$ cat config.mk
export PLATFORM = sky130hd
export DESIGN_NAME = wait_wake_clock
export DESIGN_NICKNAME = d
export VERILOG_FILES = /design/src/wake_clk_pkg.sv /design/src/cpu_clk_div.sv /design/src/osc_stop_monitor.sv /design/src/wait_wake_clock.sv
export SDC_FILE = /design/constraint.sdc
export NUM_CORES = 1
export LEC_CHECK = 0
export BUFFER_PORTS_ARGS = -buffer_cell sky130_fd_sc_hd__buf_4
export CAP_MARGIN = 20
export CORE_UTILIZATION = 47
export CTS_BUF_LIST = sky130_fd_sc_hd__clkbuf_8
export CTS_CLUSTER_DIAMETER = 30
export DETAILED_ROUTE_END_ITERATION = 12
export PLACE_DENSITY = 0.84
export REMOVE_ABC_BUFFERS = 1
export SLEW_MARGIN = 20
export SYNTH_ARGS = -nofsm -noshare
export SYNTH_HDL_FRONTEND = slang
export SYNTH_SLANG_ARGS = --single-unit
$ cat constraint.sdc
create_clock -name CLK_I -period 2.9 [get_ports CLK_I]
set_input_delay 0.58 -clock CLK_I [delete_from_list [all_inputs] [get_ports CLK_I]]
set_output_delay 0.58 -clock CLK_I [all_outputs]
set_load 0.03 [all_outputs]
$ cat src/wake_clk_pkg.sv
`default_nettype none
package wake_clk_pkg;

  // register indices; byte address is four times the index
  localparam logic [7:0] WAKE_CTRL_IDX = 8'h09;
  localparam logic [7:0] PROTECT_IDX   = 8'h0a;
  localparam logic [7:0] CLK_STATE_IDX = 8'h0b;
  localparam logic [7:0] OSD_IDX       = 8'h0c;

  localparam int ADDR_W = 8;
  localparam int DATA_W = 32;

  // wait_wake_control fields
  localparam int WAIT_REQ_BIT = 0;
  localparam int BYPASS_BIT   = 5;
  localparam int WSEL_LO_BIT  = 6;
  localparam int WSEL_HI_BIT  = 7;
  localparam logic [7:0] WAKE_CTRL_RST = 8'h00;

  // osc_stop_detect_control fields
  localparam int SD_EN_BIT   = 0;
  localparam int SD_IRQ_BIT  = 1;
  localparam int SYS_SRC_BIT = 2;
  localparam int MON_BIT     = 3;
  localparam logic [7:0] OSD_RST = 8'h04;

  // protect_register field
  localparam int UNLOCK_BIT = 0;
  localparam logic [7:0] PROTECT_RST = 8'h00;

  // clock state register fields
  localparam int DIV8_BIT     = 0;
  localparam int DIVF_LO_BIT  = 1;
  localparam int DIVF_HI_BIT  = 2;
  localparam int XSTOP_BIT    = 3;
  localparam int PINSW_BIT    = 4;
  localparam int LSSTOP_BIT   = 5;
  localparam int HSEN_BIT     = 6;
  localparam int HSSEL_BIT    = 7;
  localparam logic [7:0] CLK_STATE_RST = 8'h09;

  // wake clock select encodings
  localparam logic [1:0] WSEL_PREV  = 2'h0;
  localparam logic [1:0] WSEL_BAD   = 2'h1;
  localparam logic [1:0] WSEL_HSOCO = 2'h2;
  localparam logic [1:0] WSEL_XTAL  = 2'h3;

  // divider terminal counts (ratio minus one)
  localparam logic [3:0] DIV_TERM_1  = 4'h0;
  localparam logic [3:0] DIV_TERM_2  = 4'h1;
  localparam logic [3:0] DIV_TERM_4  = 4'h3;
  localparam logic [3:0] DIV_TERM_8  = 4'h7;
  localparam logic [3:0] DIV_TERM_16 = 4'hf;

  typedef enum logic {MODE_RUN, MODE_WAIT} run_mode_t;

endpackage
`default_nettype wire

$ cat src/cpu_clk_div.sv
`timescale 1ns/1ps
`default_nettype none
module cpu_clk_div (
  // clock and reset
  input  wire logic       clk_i,
  input  wire logic       rst_i,
  // control
  input  wire logic       run_i,
  input  wire logic       div8_i,
  input  wire logic [1:0] div_field_i,
  // cpu clock enable
  output var  logic       tick_o
);
  import wake_clk_pkg::*;

  logic [3:0] cnt_ff;
  logic       tick_ff;
  logic [3:0] term;
  logic       at_term;

  // divide-by-8 overrides the two-bit field
  assign term = div8_i ? DIV_TERM_8 :
                (div_field_i == 2'h0) ? DIV_TERM_1 :
                (div_field_i == 2'h1) ? DIV_TERM_2 :
                (div_field_i == 2'h2) ? DIV_TERM_4 : DIV_TERM_16;
  assign at_term = (cnt_ff >= term);

  always_ff @(posedge clk_i) begin
    if (rst_i || !run_i || at_term) begin
      cnt_ff <= 4'h0;
    end else begin
      cnt_ff <= cnt_ff + 4'h1;
    end
  end

  always_ff @(posedge clk_i) begin
    if (rst_i) begin
      tick_ff <= 1'b0;
    end else begin
      tick_ff <= run_i && at_term;
    end
  end

  assign tick_o = tick_ff;

endmodule
`default_nettype wire

$ cat src/osc_stop_monitor.sv
`timescale 1ns/1ps
`default_nettype none
module osc_stop_monitor (
  // clock and reset
  input  wire logic clk_i,
  input  wire logic rst_i,
  // detection
  input  wire logic detect_en_i,
  input  wire logic stopped_i,
  // status
  output var  logic monitor_o,
  output var  logic rise_o
);
  logic mon_ff;
  logic rise_ff;

  always_ff @(posedge clk_i) begin
    if (rst_i) begin
      mon_ff  <= 1'b0;
      rise_ff <= 1'b0;
    end else begin
      mon_ff  <= detect_en_i && stopped_i;
      rise_ff <= detect_en_i && stopped_i && !mon_ff;
    end
  end

  assign monitor_o = mon_ff;
  assign rise_o    = rise_ff;

endmodule
`default_nettype wire

$ cat src/wait_wake_clock.sv
// Decided for this implementation: the APB interface to the registers.
`timescale 1ns/1ps
`default_nettype none
// How it works
// - wait request stops CPU clock, oscillators run
// - interrupt wake clears wait request bit
// - only reset or interrupt ends wait
// - bypass on wait entry forces no division
// - wake select 00 keep, 10 on-chip, 11 crystal
// - wake on 10 selects high-speed on-chip
// - wake on 11 starts crystal, selects it unless monitor shows stop
// - writes other than to protect need protect unlock bit set
// - unassigned wait/wake bits read zero
// - bits 0,1 enable detection and interrupt
// - detected stop with both enables selects on-chip
// - source bit holds one while crystal stopped
// - monitor shows stop only while enabled
// - on-chip source keeps low-speed oscillator running
// - divider: div8, else 1,2,4,16 by field
module wait_wake_clock (
  // clock and reset
  input  wire logic                            CLK_I,
  input  wire logic                            RST_I,
  // apb slave
  input  wire logic                            PSEL_I,
  input  wire logic                            PENABLE_I,
  input  wire logic                            PWRITE_I,
  input  wire logic [wake_clk_pkg::ADDR_W-1:0] PADDR_I,
  input  wire logic [wake_clk_pkg::DATA_W-1:0] PWDATA_I,
  output var  logic [wake_clk_pkg::DATA_W-1:0] PRDATA_O,
  output var  logic                            PREADY_O,
  output var  logic                            PSLVERR_O,
  // system events
  input  wire logic                            PERIPH_IRQ_I,
  input  wire logic                            STOP_EXIT_I,
  input  wire logic                            CRYSTAL_STOPPED_I,
  // cpu clock
  output var  logic                            CPU_CLK_EN_O,
  output var  logic                            WAIT_MODE_O,
  // clock unit controls
  output var  logic                            CPU_DIV8_SELECT_O,
  output var  logic [1:0]                      CPU_DIV_FIELD_O,
  output var  logic                            CRYSTAL_STOP_O,
  output var  logic                            CRYSTAL_PIN_SWITCH_O,
  output var  logic                            LOWSPEED_OSC_STOP_O,
  output var  logic                            HIGHSPEED_OSC_ENABLE_O,
  output var  logic                            HIGHSPEED_OSC_SELECT_O,
  output var  logic                            SYSTEM_CLOCK_SOURCE_O,
  output var  logic                            OSC_STOP_EVT_O
);
  import wake_clk_pkg::*;

  function automatic logic addr_hit(input logic [ADDR_W-1:0] a,
                                    input logic [7:0]        idx);
    addr_hit = (a == {idx[5:0], 2'b00});
  endfunction

  run_mode_t   mode_ff;
  run_mode_t   nxt_mode;
  logic        bypass_ff;
  logic [1:0]  wsel_ff;
  logic        unlock_ff;
  logic [1:0]  sd_en_ff;
  logic        src_ff;
  logic        nxt_src;
  logic [7:0]  cs_ff;
  logic [7:0]  nxt_cs;
  logic [31:0] prdata_ff;
  logic        pready_ff;
  logic        slverr_ff;
  logic        evt_ff;

  // apb decode
  wire         acc_start = PSEL_I && PENABLE_I && !pready_ff;
  wire         commit    = PSEL_I && PENABLE_I && pready_ff;
  wire         wr        = commit && PWRITE_I;
  wire         hit_wake  = addr_hit(PADDR_I, WAKE_CTRL_IDX);
  wire         hit_prot  = addr_hit(PADDR_I, PROTECT_IDX);
  wire         hit_cs    = addr_hit(PADDR_I, CLK_STATE_IDX);
  wire         hit_osd   = addr_hit(PADDR_I, OSD_IDX);
  wire         mapped    = hit_wake || hit_prot || hit_cs || hit_osd;
  wire         wr_wake   = wr && hit_wake && unlock_ff;
  wire         wr_cs     = wr && hit_cs && unlock_ff;
  wire         wr_osd    = wr && hit_osd && unlock_ff;
  wire         wr_prot   = wr && hit_prot;

  // wait and wake events
  wire         in_wait    = (mode_ff == MODE_WAIT);
  wire         wait_enter = wr_wake && !in_wait &&
                            PWDATA_I[WAIT_REQ_BIT];
  wire         wake       = in_wait && PERIPH_IRQ_I;
  wire         exit_any   = wake || STOP_EXIT_I;
  wire         bypass_now = PWDATA_I[BYPASS_BIT];

  // oscillation stop detection
  logic        mon;
  logic        mon_rise;
  wire         both_en   = (sd_en_ff == 2'h3);
  wire         stop_det  = mon_rise && both_en;

  // read data
  wire  [7:0]  rd_wake = {wsel_ff, bypass_ff, 4'h0,
                          in_wait};
  wire  [7:0]  rd_osd  = {4'h0, mon, src_ff, sd_en_ff};
  wire  [7:0]  rd_prot = {7'h00, unlock_ff};
  wire  [7:0]  rd_byte = hit_wake ? rd_wake :
                         hit_osd  ? rd_osd  :
                         hit_prot ? rd_prot :
                         hit_cs   ? cs_ff   : 8'h00;

  // run or wait
  always_comb begin
    nxt_mode = mode_ff;
    unique case (mode_ff)
      MODE_RUN: begin
        if (wait_enter) begin
          nxt_mode = MODE_WAIT;
        end
      end
      MODE_WAIT: begin
        if (wake) begin
          nxt_mode = MODE_RUN;
        end
      end
    endcase
  end

  always_ff @(posedge CLK_I) begin
    if (RST_I) begin
      mode_ff <= MODE_RUN;
    end else begin
      mode_ff <= nxt_mode;
    end
  end

  // wait/wake control and protect
  always_ff @(posedge CLK_I) begin
    if (RST_I) begin
      bypass_ff <= WAKE_CTRL_RST[BYPASS_BIT];
      wsel_ff   <= WAKE_CTRL_RST[WSEL_HI_BIT:WSEL_LO_BIT];
      unlock_ff <= PROTECT_RST[UNLOCK_BIT];
    end else begin
      if (wr_wake) begin
        bypass_ff <= PWDATA_I[BYPASS_BIT];
        wsel_ff   <= PWDATA_I[WSEL_HI_BIT:WSEL_LO_BIT];
      end
      if (wr_prot) begin
        unlock_ff <= PWDATA_I[UNLOCK_BIT];
      end
    end
  end

  // clock state: software, then wait entry, then wake updates
  always_comb begin
    nxt_cs = cs_ff;
    if (wr_cs) begin
      nxt_cs = PWDATA_I[7:0];
      // pin switch cannot be cleared once set
      nxt_cs[PINSW_BIT] = PWDATA_I[PINSW_BIT] || cs_ff[PINSW_BIT];
    end
    if (wait_enter && bypass_now) begin
      nxt_cs[DIV8_BIT]                = 1'b0;
      nxt_cs[DIVF_HI_BIT:DIVF_LO_BIT] = 2'h0;
    end
    if (exit_any) begin
      unique case (wsel_ff)
        WSEL_HSOCO: begin
          nxt_cs[HSEN_BIT]  = 1'b1;
          nxt_cs[HSSEL_BIT] = 1'b1;
        end
        WSEL_XTAL: begin
          nxt_cs[XSTOP_BIT] = 1'b0;
          nxt_cs[PINSW_BIT] = 1'b1;
        end
        WSEL_PREV, WSEL_BAD: begin
          nxt_cs = nxt_cs;
        end
      endcase
    end
    if (nxt_src) begin
      nxt_cs[LSSTOP_BIT] = 1'b0;
    end
  end

  // system clock source
  always_comb begin
    nxt_src = src_ff;
    if (wr_osd) begin
      // a zero write is ignored while stopped; a one still lands
      nxt_src = PWDATA_I[SYS_SRC_BIT] || (mon && src_ff);
    end
    if (exit_any && wsel_ff == WSEL_HSOCO) begin
      nxt_src = 1'b1;
    end
    if (exit_any && wsel_ff == WSEL_XTAL && !mon) begin
      nxt_src = 1'b0;
    end
    if (stop_det) begin
      nxt_src = 1'b1;
    end
  end

  always_ff @(posedge CLK_I) begin
    if (RST_I) begin
      cs_ff    <= CLK_STATE_RST;
      src_ff   <= OSD_RST[SYS_SRC_BIT];
      sd_en_ff <= OSD_RST[SD_IRQ_BIT:SD_EN_BIT];
      evt_ff   <= 1'b0;
    end else begin
      cs_ff  <= nxt_cs;
      src_ff <= nxt_src;
      if (wr_osd) begin
        sd_en_ff <= PWDATA_I[SD_IRQ_BIT:SD_EN_BIT];
      end
      evt_ff <= stop_det;
    end
  end

  // apb answer one cycle into the access phase
  always_ff @(posedge CLK_I) begin
    if (RST_I) begin
      pready_ff <= 1'b0;
      slverr_ff <= 1'b0;
      prdata_ff <= 32'h0000_0000;
    end else begin
      pready_ff <= acc_start;
      slverr_ff <= acc_start && !mapped;
      if (acc_start) begin
        prdata_ff <= {24'h00_0000, rd_byte};
      end
    end
  end

  osc_stop_monitor u_mon (
    .clk_i       (CLK_I),
    .rst_i       (RST_I),
    .detect_en_i (sd_en_ff[0]),
    .stopped_i   (CRYSTAL_STOPPED_I),
    .monitor_o   (mon),
    .rise_o      (mon_rise)
  );

  // cpu clock is held while waiting
  cpu_clk_div u_div (
    .clk_i       (CLK_I),
    .rst_i       (RST_I),
    .run_i       (!in_wait),
    .div8_i      (cs_ff[DIV8_BIT]),
    .div_field_i (cs_ff[DIVF_HI_BIT:DIVF_LO_BIT]),
    .tick_o      (CPU_CLK_EN_O)
  );

  assign PRDATA_O               = prdata_ff;
  assign PREADY_O               = pready_ff;
  assign PSLVERR_O              = slverr_ff;
  assign WAIT_MODE_O            = in_wait;
  assign CPU_DIV8_SELECT_O      = cs_ff[DIV8_BIT];
  assign CPU_DIV_FIELD_O        = cs_ff[DIVF_HI_BIT:DIVF_LO_BIT];
  assign CRYSTAL_STOP_O         = cs_ff[XSTOP_BIT];
  assign CRYSTAL_PIN_SWITCH_O   = cs_ff[PINSW_BIT];
  assign LOWSPEED_OSC_STOP_O    = cs_ff[LSSTOP_BIT];
  assign HIGHSPEED_OSC_ENABLE_O = cs_ff[HSEN_BIT];
  assign HIGHSPEED_OSC_SELECT_O = cs_ff[HSSEL_BIT];
  assign SYSTEM_CLOCK_SOURCE_O  = src_ff;
  assign OSC_STOP_EVT_O         = evt_ff;
endmodule
`default_nettype wire

Word level (Yosys, flattened, before mapping)
Index checks and enable logic that the tools add are counted.
{"block": "totals", "register_bits": 34, "wordCells": 86, "input_bits": 48, "out_inout_bits": 46}
{"block": "op_classes", "n_addsub": 1, "n_bitwise": 1, "eq_ne": 9, "n_reduce_logical": 38, "magnitude_cmp": 1, "muxes": 20}
{"operator": "8-bit two-way mux", "n": 6}
{"operator": "8-bit by 6-bit equality test with 1-bit output (second input constant)", "n": 4}
{"operator": "1-bit logical AND", "n": 24}
{"operator": "4-bit two-way mux", "n": 4}
{"operator": "2-bit equality test (second input constant)", "n": 4}
{"operator": "1-bit logical OR", "n": 8}
{"operator": "1-bit two-way mux", "n": 6}
{"operator": "4-bit by 1-bit adder with 4-bit output (second input constant)", "n": 1}
{"operator": "4-bit >= comparator", "n": 1}
{"operator": "1-bit zero test", "n": 4}
{"operator": "2-bit two-way mux", "n": 2}
{"operator": "3-bit two-way mux", "n": 1}
{"operator": "2-bit by 1-bit equality test with 1-bit output (second input constant)", "n": 1}
{"operator": "2-bit zero test", "n": 1}
{"operator": "1-bit case mux with 2 select lines", "n": 1}
{"operator": "2-bit OR reduction", "n": 1}
{"operator": "1-bit NOT", "n": 1}

Longest topological paths before layout
{"block": "depth", "ltp_word": 10, "depth_mapped": 6, "depth_no_buf": 6}

By module
A second synthesis with hierarchy kept.
{"block": "unflattened", "hier_cells": 210, "hier_area_um2": 1864.3}
{"mod": "wait_wake_clock", "area_each_um2": 1521.5, "n_inst": 1, "cells_per_inst": 177, "seq_area_each_um2": 540.5}
{"mod": "cpu_clk_div", "area_each_um2": 281.5, "n_inst": 1, "cells_per_inst": 29, "seq_area_each_um2": 100.1}
{"mod": "osc_stop_monitor", "area_each_um2": 61.3, "n_inst": 1, "cells_per_inst": 4, "seq_area_each_um2": 40.0}

Least setup slack after synthesis
OpenSTA, ideal clock, no wires.
{"block": "synth_path", "kind": "input -> register", "from": "input PADDR_I[7] in the netlist's numbering", "to": "register mode_ff (netlist: WAIT_MODE_O)", "path_buffers": 2, "path_stages": 6, "slack_ns": 0.497, "required_ns": 2.830, "setup_time_ns": 0.070, "arrival_ns": 2.333, "path_cell_list": "or4_1 clkbuf_2 or4_4 buf_6 or3b_1 a21oi_1"}
{"block": "synth_via", "elab_chain_cells": 7}
{"element": "from (decl)", "line": "wait_wake_clock.sv:28", "source": "input wire logic [wake_clk_pkg::ADDR_W-1:0] PADDR_I,"}
{"element": "8-bit by 6-bit equality test with 1-bit output", "line": "wait_wake_clock.sv:55", "source": "addr_hit = (a == {idx[5:0], 2'b00});"}
{"element": "1-bit logical AND (2 in series)", "line": "wait_wake_clock.sv:82", "source": "wire wr_wake = wr && hit_wake && unlock_ff;"}
{"element": "1-bit logical AND (2 in series)", "line": "wait_wake_clock.sv:89", "source": "wire wait_enter = wr_wake && !in_wait &&"}
{"element": "1-bit two-way mux", "line": "wait_wake_clock.sv:116", "source": "if (wait_enter) begin"}
{"element": "1-bit case mux with 2 select lines", "line": "wait_wake_clock.sv:114", "source": "unique case (mode_ff)"}
{"element": "to (signal assigned)", "line": "wait_wake_clock.sv:132", "source": "mode_ff <= nxt_mode;"}
{"element": "to (decl)", "line": "wait_wake_clock.sv:58", "source": "run_mode_t mode_ff;"}
Every way passes these cells.
A chain may end at the register's enable or synchronous reset.

Worst setup path after layout
Ends and elaborated chain as after synthesis.

==> flow_summary.ini <==
[outcome]
status = finished clean

[floorplanning]
die_y_um = 64.5
placeable_core_region_um2 = 3690
floorplan.rows = 22
design.portCount = 94
area_of_the_die_um2 = 4150
width_of_the_die_um = 64.5
floorplan.initialDensity = 0.497

[yosys]
synth-seq-cells = 34
ys_warn_count = 0
ys_async_sr_fraction = 0
post_synth_inst_count = 200
synth-edff-count = 0
synth_seq_area_share = 0.371
yosys_most_used_dff = sky130_fd_sc_hd__dfxtp_1
yosys.area_share.xor_xnor = 0.00956
synth_compound_gate_area_share = 0.148
muxShareOfSynthArea = 0.0778
netlist_area_um2 = 1830
post_synth_and_or_nand_nor_area_fraction = 0.220
yosys.area_share.adder = 0.0341
synth.distinct_cells = 50
dominant_combinational_cell_family_by_area_after_synthesis = simple AND/OR/NAND/NOR gates
postSynthAreaPerCell_um2 = 9.17

[global_route]
grt_antenna_before_repair = 0
grt_max_degree = 22
grt_util_all_layers = 0.208
grt_pass1_wl_um = 6600
grt.overflow.total = 0
first_global_vias = 1413

[cts]
post_cts_resize_count = 0
clock_latency_ps = 280
root_buffer = sky130_fd_sc_hd__clkbuf_8
cts_num_sinks = 34
clock_tree_from_tritoncts = built
cts-buffers-inserted = 5
clk_pin_slew_worst_paths_ps = 70
postCtsHoldBufs = 0
postCtsSetupBuffers = 0
htree_num_levels = 2
cts.path.max_buffers = 2

[sta]
final_max_slew_viol_count = 0
timing.final.crit_share = 0.782
timing.clock.skew_ps = 5.87
finalWorstPathRequiredPeriod_ps = 2270
setup_repair_after_global_routing_missed_its_margin = no
setup_viol = 0
worst_slew_pin_slew_ps = 636
max-slew-margin-rel = 0.570
finalHoldViolCount = 0
totalNegativeSetupSlack_ps = 0
maxClockFrequency_ghz = 0.441

[power_and_ir_drop]
power_density_nw_per_um2 = 450
worst_ir_drop_vdd_v = 0.000273
post-layout-total-power_uw = 998
leakage_power_figure_nw = 1.03

[critical_path]
critical_path.slowest_cell = sky130_fd_sc_hd__or4_1
critPathKind = in -> reg
worstSetupEndpointType = flip-flop
cp_max_fo = 7
critical_path.startpoint_type = input port
worstPathCellList = buf_4 -> or4_1 -> or4_4 -> or3b_1 -> a21oi_1
worst_ep_arrival_time_ps = 2480
cpPeakStageDelay_ps = 660
crit_required_ps = 3110

[finish]
final_cells = 295
final_layout_size_suffix_gt1_frac = 0.243
mostFrequentLayoutCells = 47 x sky130_fd_sc_hd__buf_4, 34 x sky130_fd_sc_hd__dfxtp_1, 24 x sky130_fd_sc_hd__conb_1
area_growth_from_synthesis_to_layout_pct = 21.0
layout_commonest_cell = sky130_fd_sc_hd__buf_4
design.final.nets = 299
n_fill_cell = 341
n_antenna_cell = 0
final_core_utilization = 0.601

[detailed_routing]
drt_iter0_drc = 71
route.detailed.vias_per_inst = 5.39
num_vias = 1590
routed_wl_um = 4070
drc = 0
ant_nets = 0
average_routed_wire_per_standard_cell_um = 13.8
dr.pass1.iters = 4

[placement]
port_buffers = 45
gp_routability_congestion = 0.910
place_inst = 287
hpwl_dp_um = 3110

[flow_run]
max_cap_viol_count = 0

[worst_hold_path]
holdCritPathClass = reg -> reg
worst paths after layout:
check	from	endpoint	slack (ps)	cells past startpoint
worst min register to register	PRDATA_O[4]	PRDATA_O[4]	450	2
worst max register to register	cs_ff[0]	u_div.cnt_ff[2]	780	6
worst min-delay path	PRDATA_O[4]	PRDATA_O[4]	450	2
worst max-delay path	PADDR_I[7]	WAIT_MODE_O	630	5
state kept, by name, indices dropped and copies added (netlist names):
name,flops
PREADY_O,1
cs_ff,8
wsel_ff,2
u_mon.monitor_o,1
u_div.cnt_ff,4
bypass_ff,1
WAIT_MODE_O,1
unlock_ff,1
PSLVERR_O,1
PRDATA_O,8
u_div.tick_o,1
OSC_STOP_EVT_O,1
u_mon.rise_o,1
sd_en_ff,2
SYSTEM_CLOCK_SOURCE_O,1
routing by layer:
| metal | routed length (um) | vias up | global-route usage |
|---|---|---|---|
| met2 | 2030 | 64 | 0.355 |
| met3 | 252 | 7 | 0.0493 |
| met5 | 0 | - | 0 |
| met4 | 51 | 0 | 0.0806 |
| met1 | 1730 | 742 | 0.252 |
| li1 | - | 777 | - |
cell families after synthesis:
family | count (synthesis)
AOI/OAI and AO/OA | 38
other | 1
and+or+nand+nor | 68
buffers and inverters | 38
DFF | 34
adders and majority gates | 5
xor gates and xnor gates | 2
muxes | 14
Yosys cell counts, types with 4 or more instances:
cell type / count / area share
sky130_fd_sc_hd__nand3_1: 6 / 0.016
sky130_fd_sc_hd__a21oi_1: 7 / 0.019
sky130_fd_sc_hd__ha_1: 5 / 0.034
sky130_fd_sc_hd__nand3b_1: 4 / 0.016
sky130_fd_sc_hd__a31oi_1: 4 / 0.014
sky130_fd_sc_hd__a22oi_1: 6 / 0.025
sky130_fd_sc_hd__nor2_1: 19 / 0.039
sky130_fd_sc_hd__a2111oi_0: 5 / 0.024
sky130_fd_sc_hd__dfxtp_1: 34 / 0.37
sky130_fd_sc_hd__nand2_1: 5 / 0.010
sky130_fd_sc_hd__mux2i_1: 12 / 0.066
sky130_fd_sc_hd__buf_4: 24 / 0.098
sky130_fd_sc_hd__inv_1: 7 / 0.014
metrics by stage:
stage | instance area [um^2] | hold slack (ps) | setup slack (ps)
floorplan | 1700 | 428 | 581
global placement | 2110 | 443 | 369
detailed placement | 2110 | 448 | 362
CTS | 2220 | 458 | 651
global route | 2220 | 465 | 621
finish | 2220 | 453 | 632
worst max-delay path, delay by kind of cell:
kind	cells	cell delay, ps
and+or+nand+nor	3	1650
buffers and inverters	1	120
AOI/OAI and AO/OA	1	140
where the power goes:
group	switching [mW]	internal, mW	leakage [nW]
clock	0.158	0.239	0.0575
sequential	0.00494	0.473	0.275
combinational	0.0826	0.0402	0.697
total	0.246	0.752	1.03
cell type report:
| type | instances | area [um^2] | area share |
|---|---|---|---|
| clock buffer | 8 | 110 | 0.0496 |
| inverter | 7 | 26.3 | 0.0118 |
| multi-input combinational | 151 | 988 | 0.446 |
| sequential | 34 | 681 | 0.307 |
| tap | 48 | 60.1 | 0.0271 |
| timing repair buffer | 47 | 353 | 0.159 |
Power figures use the tool's default switching activity.
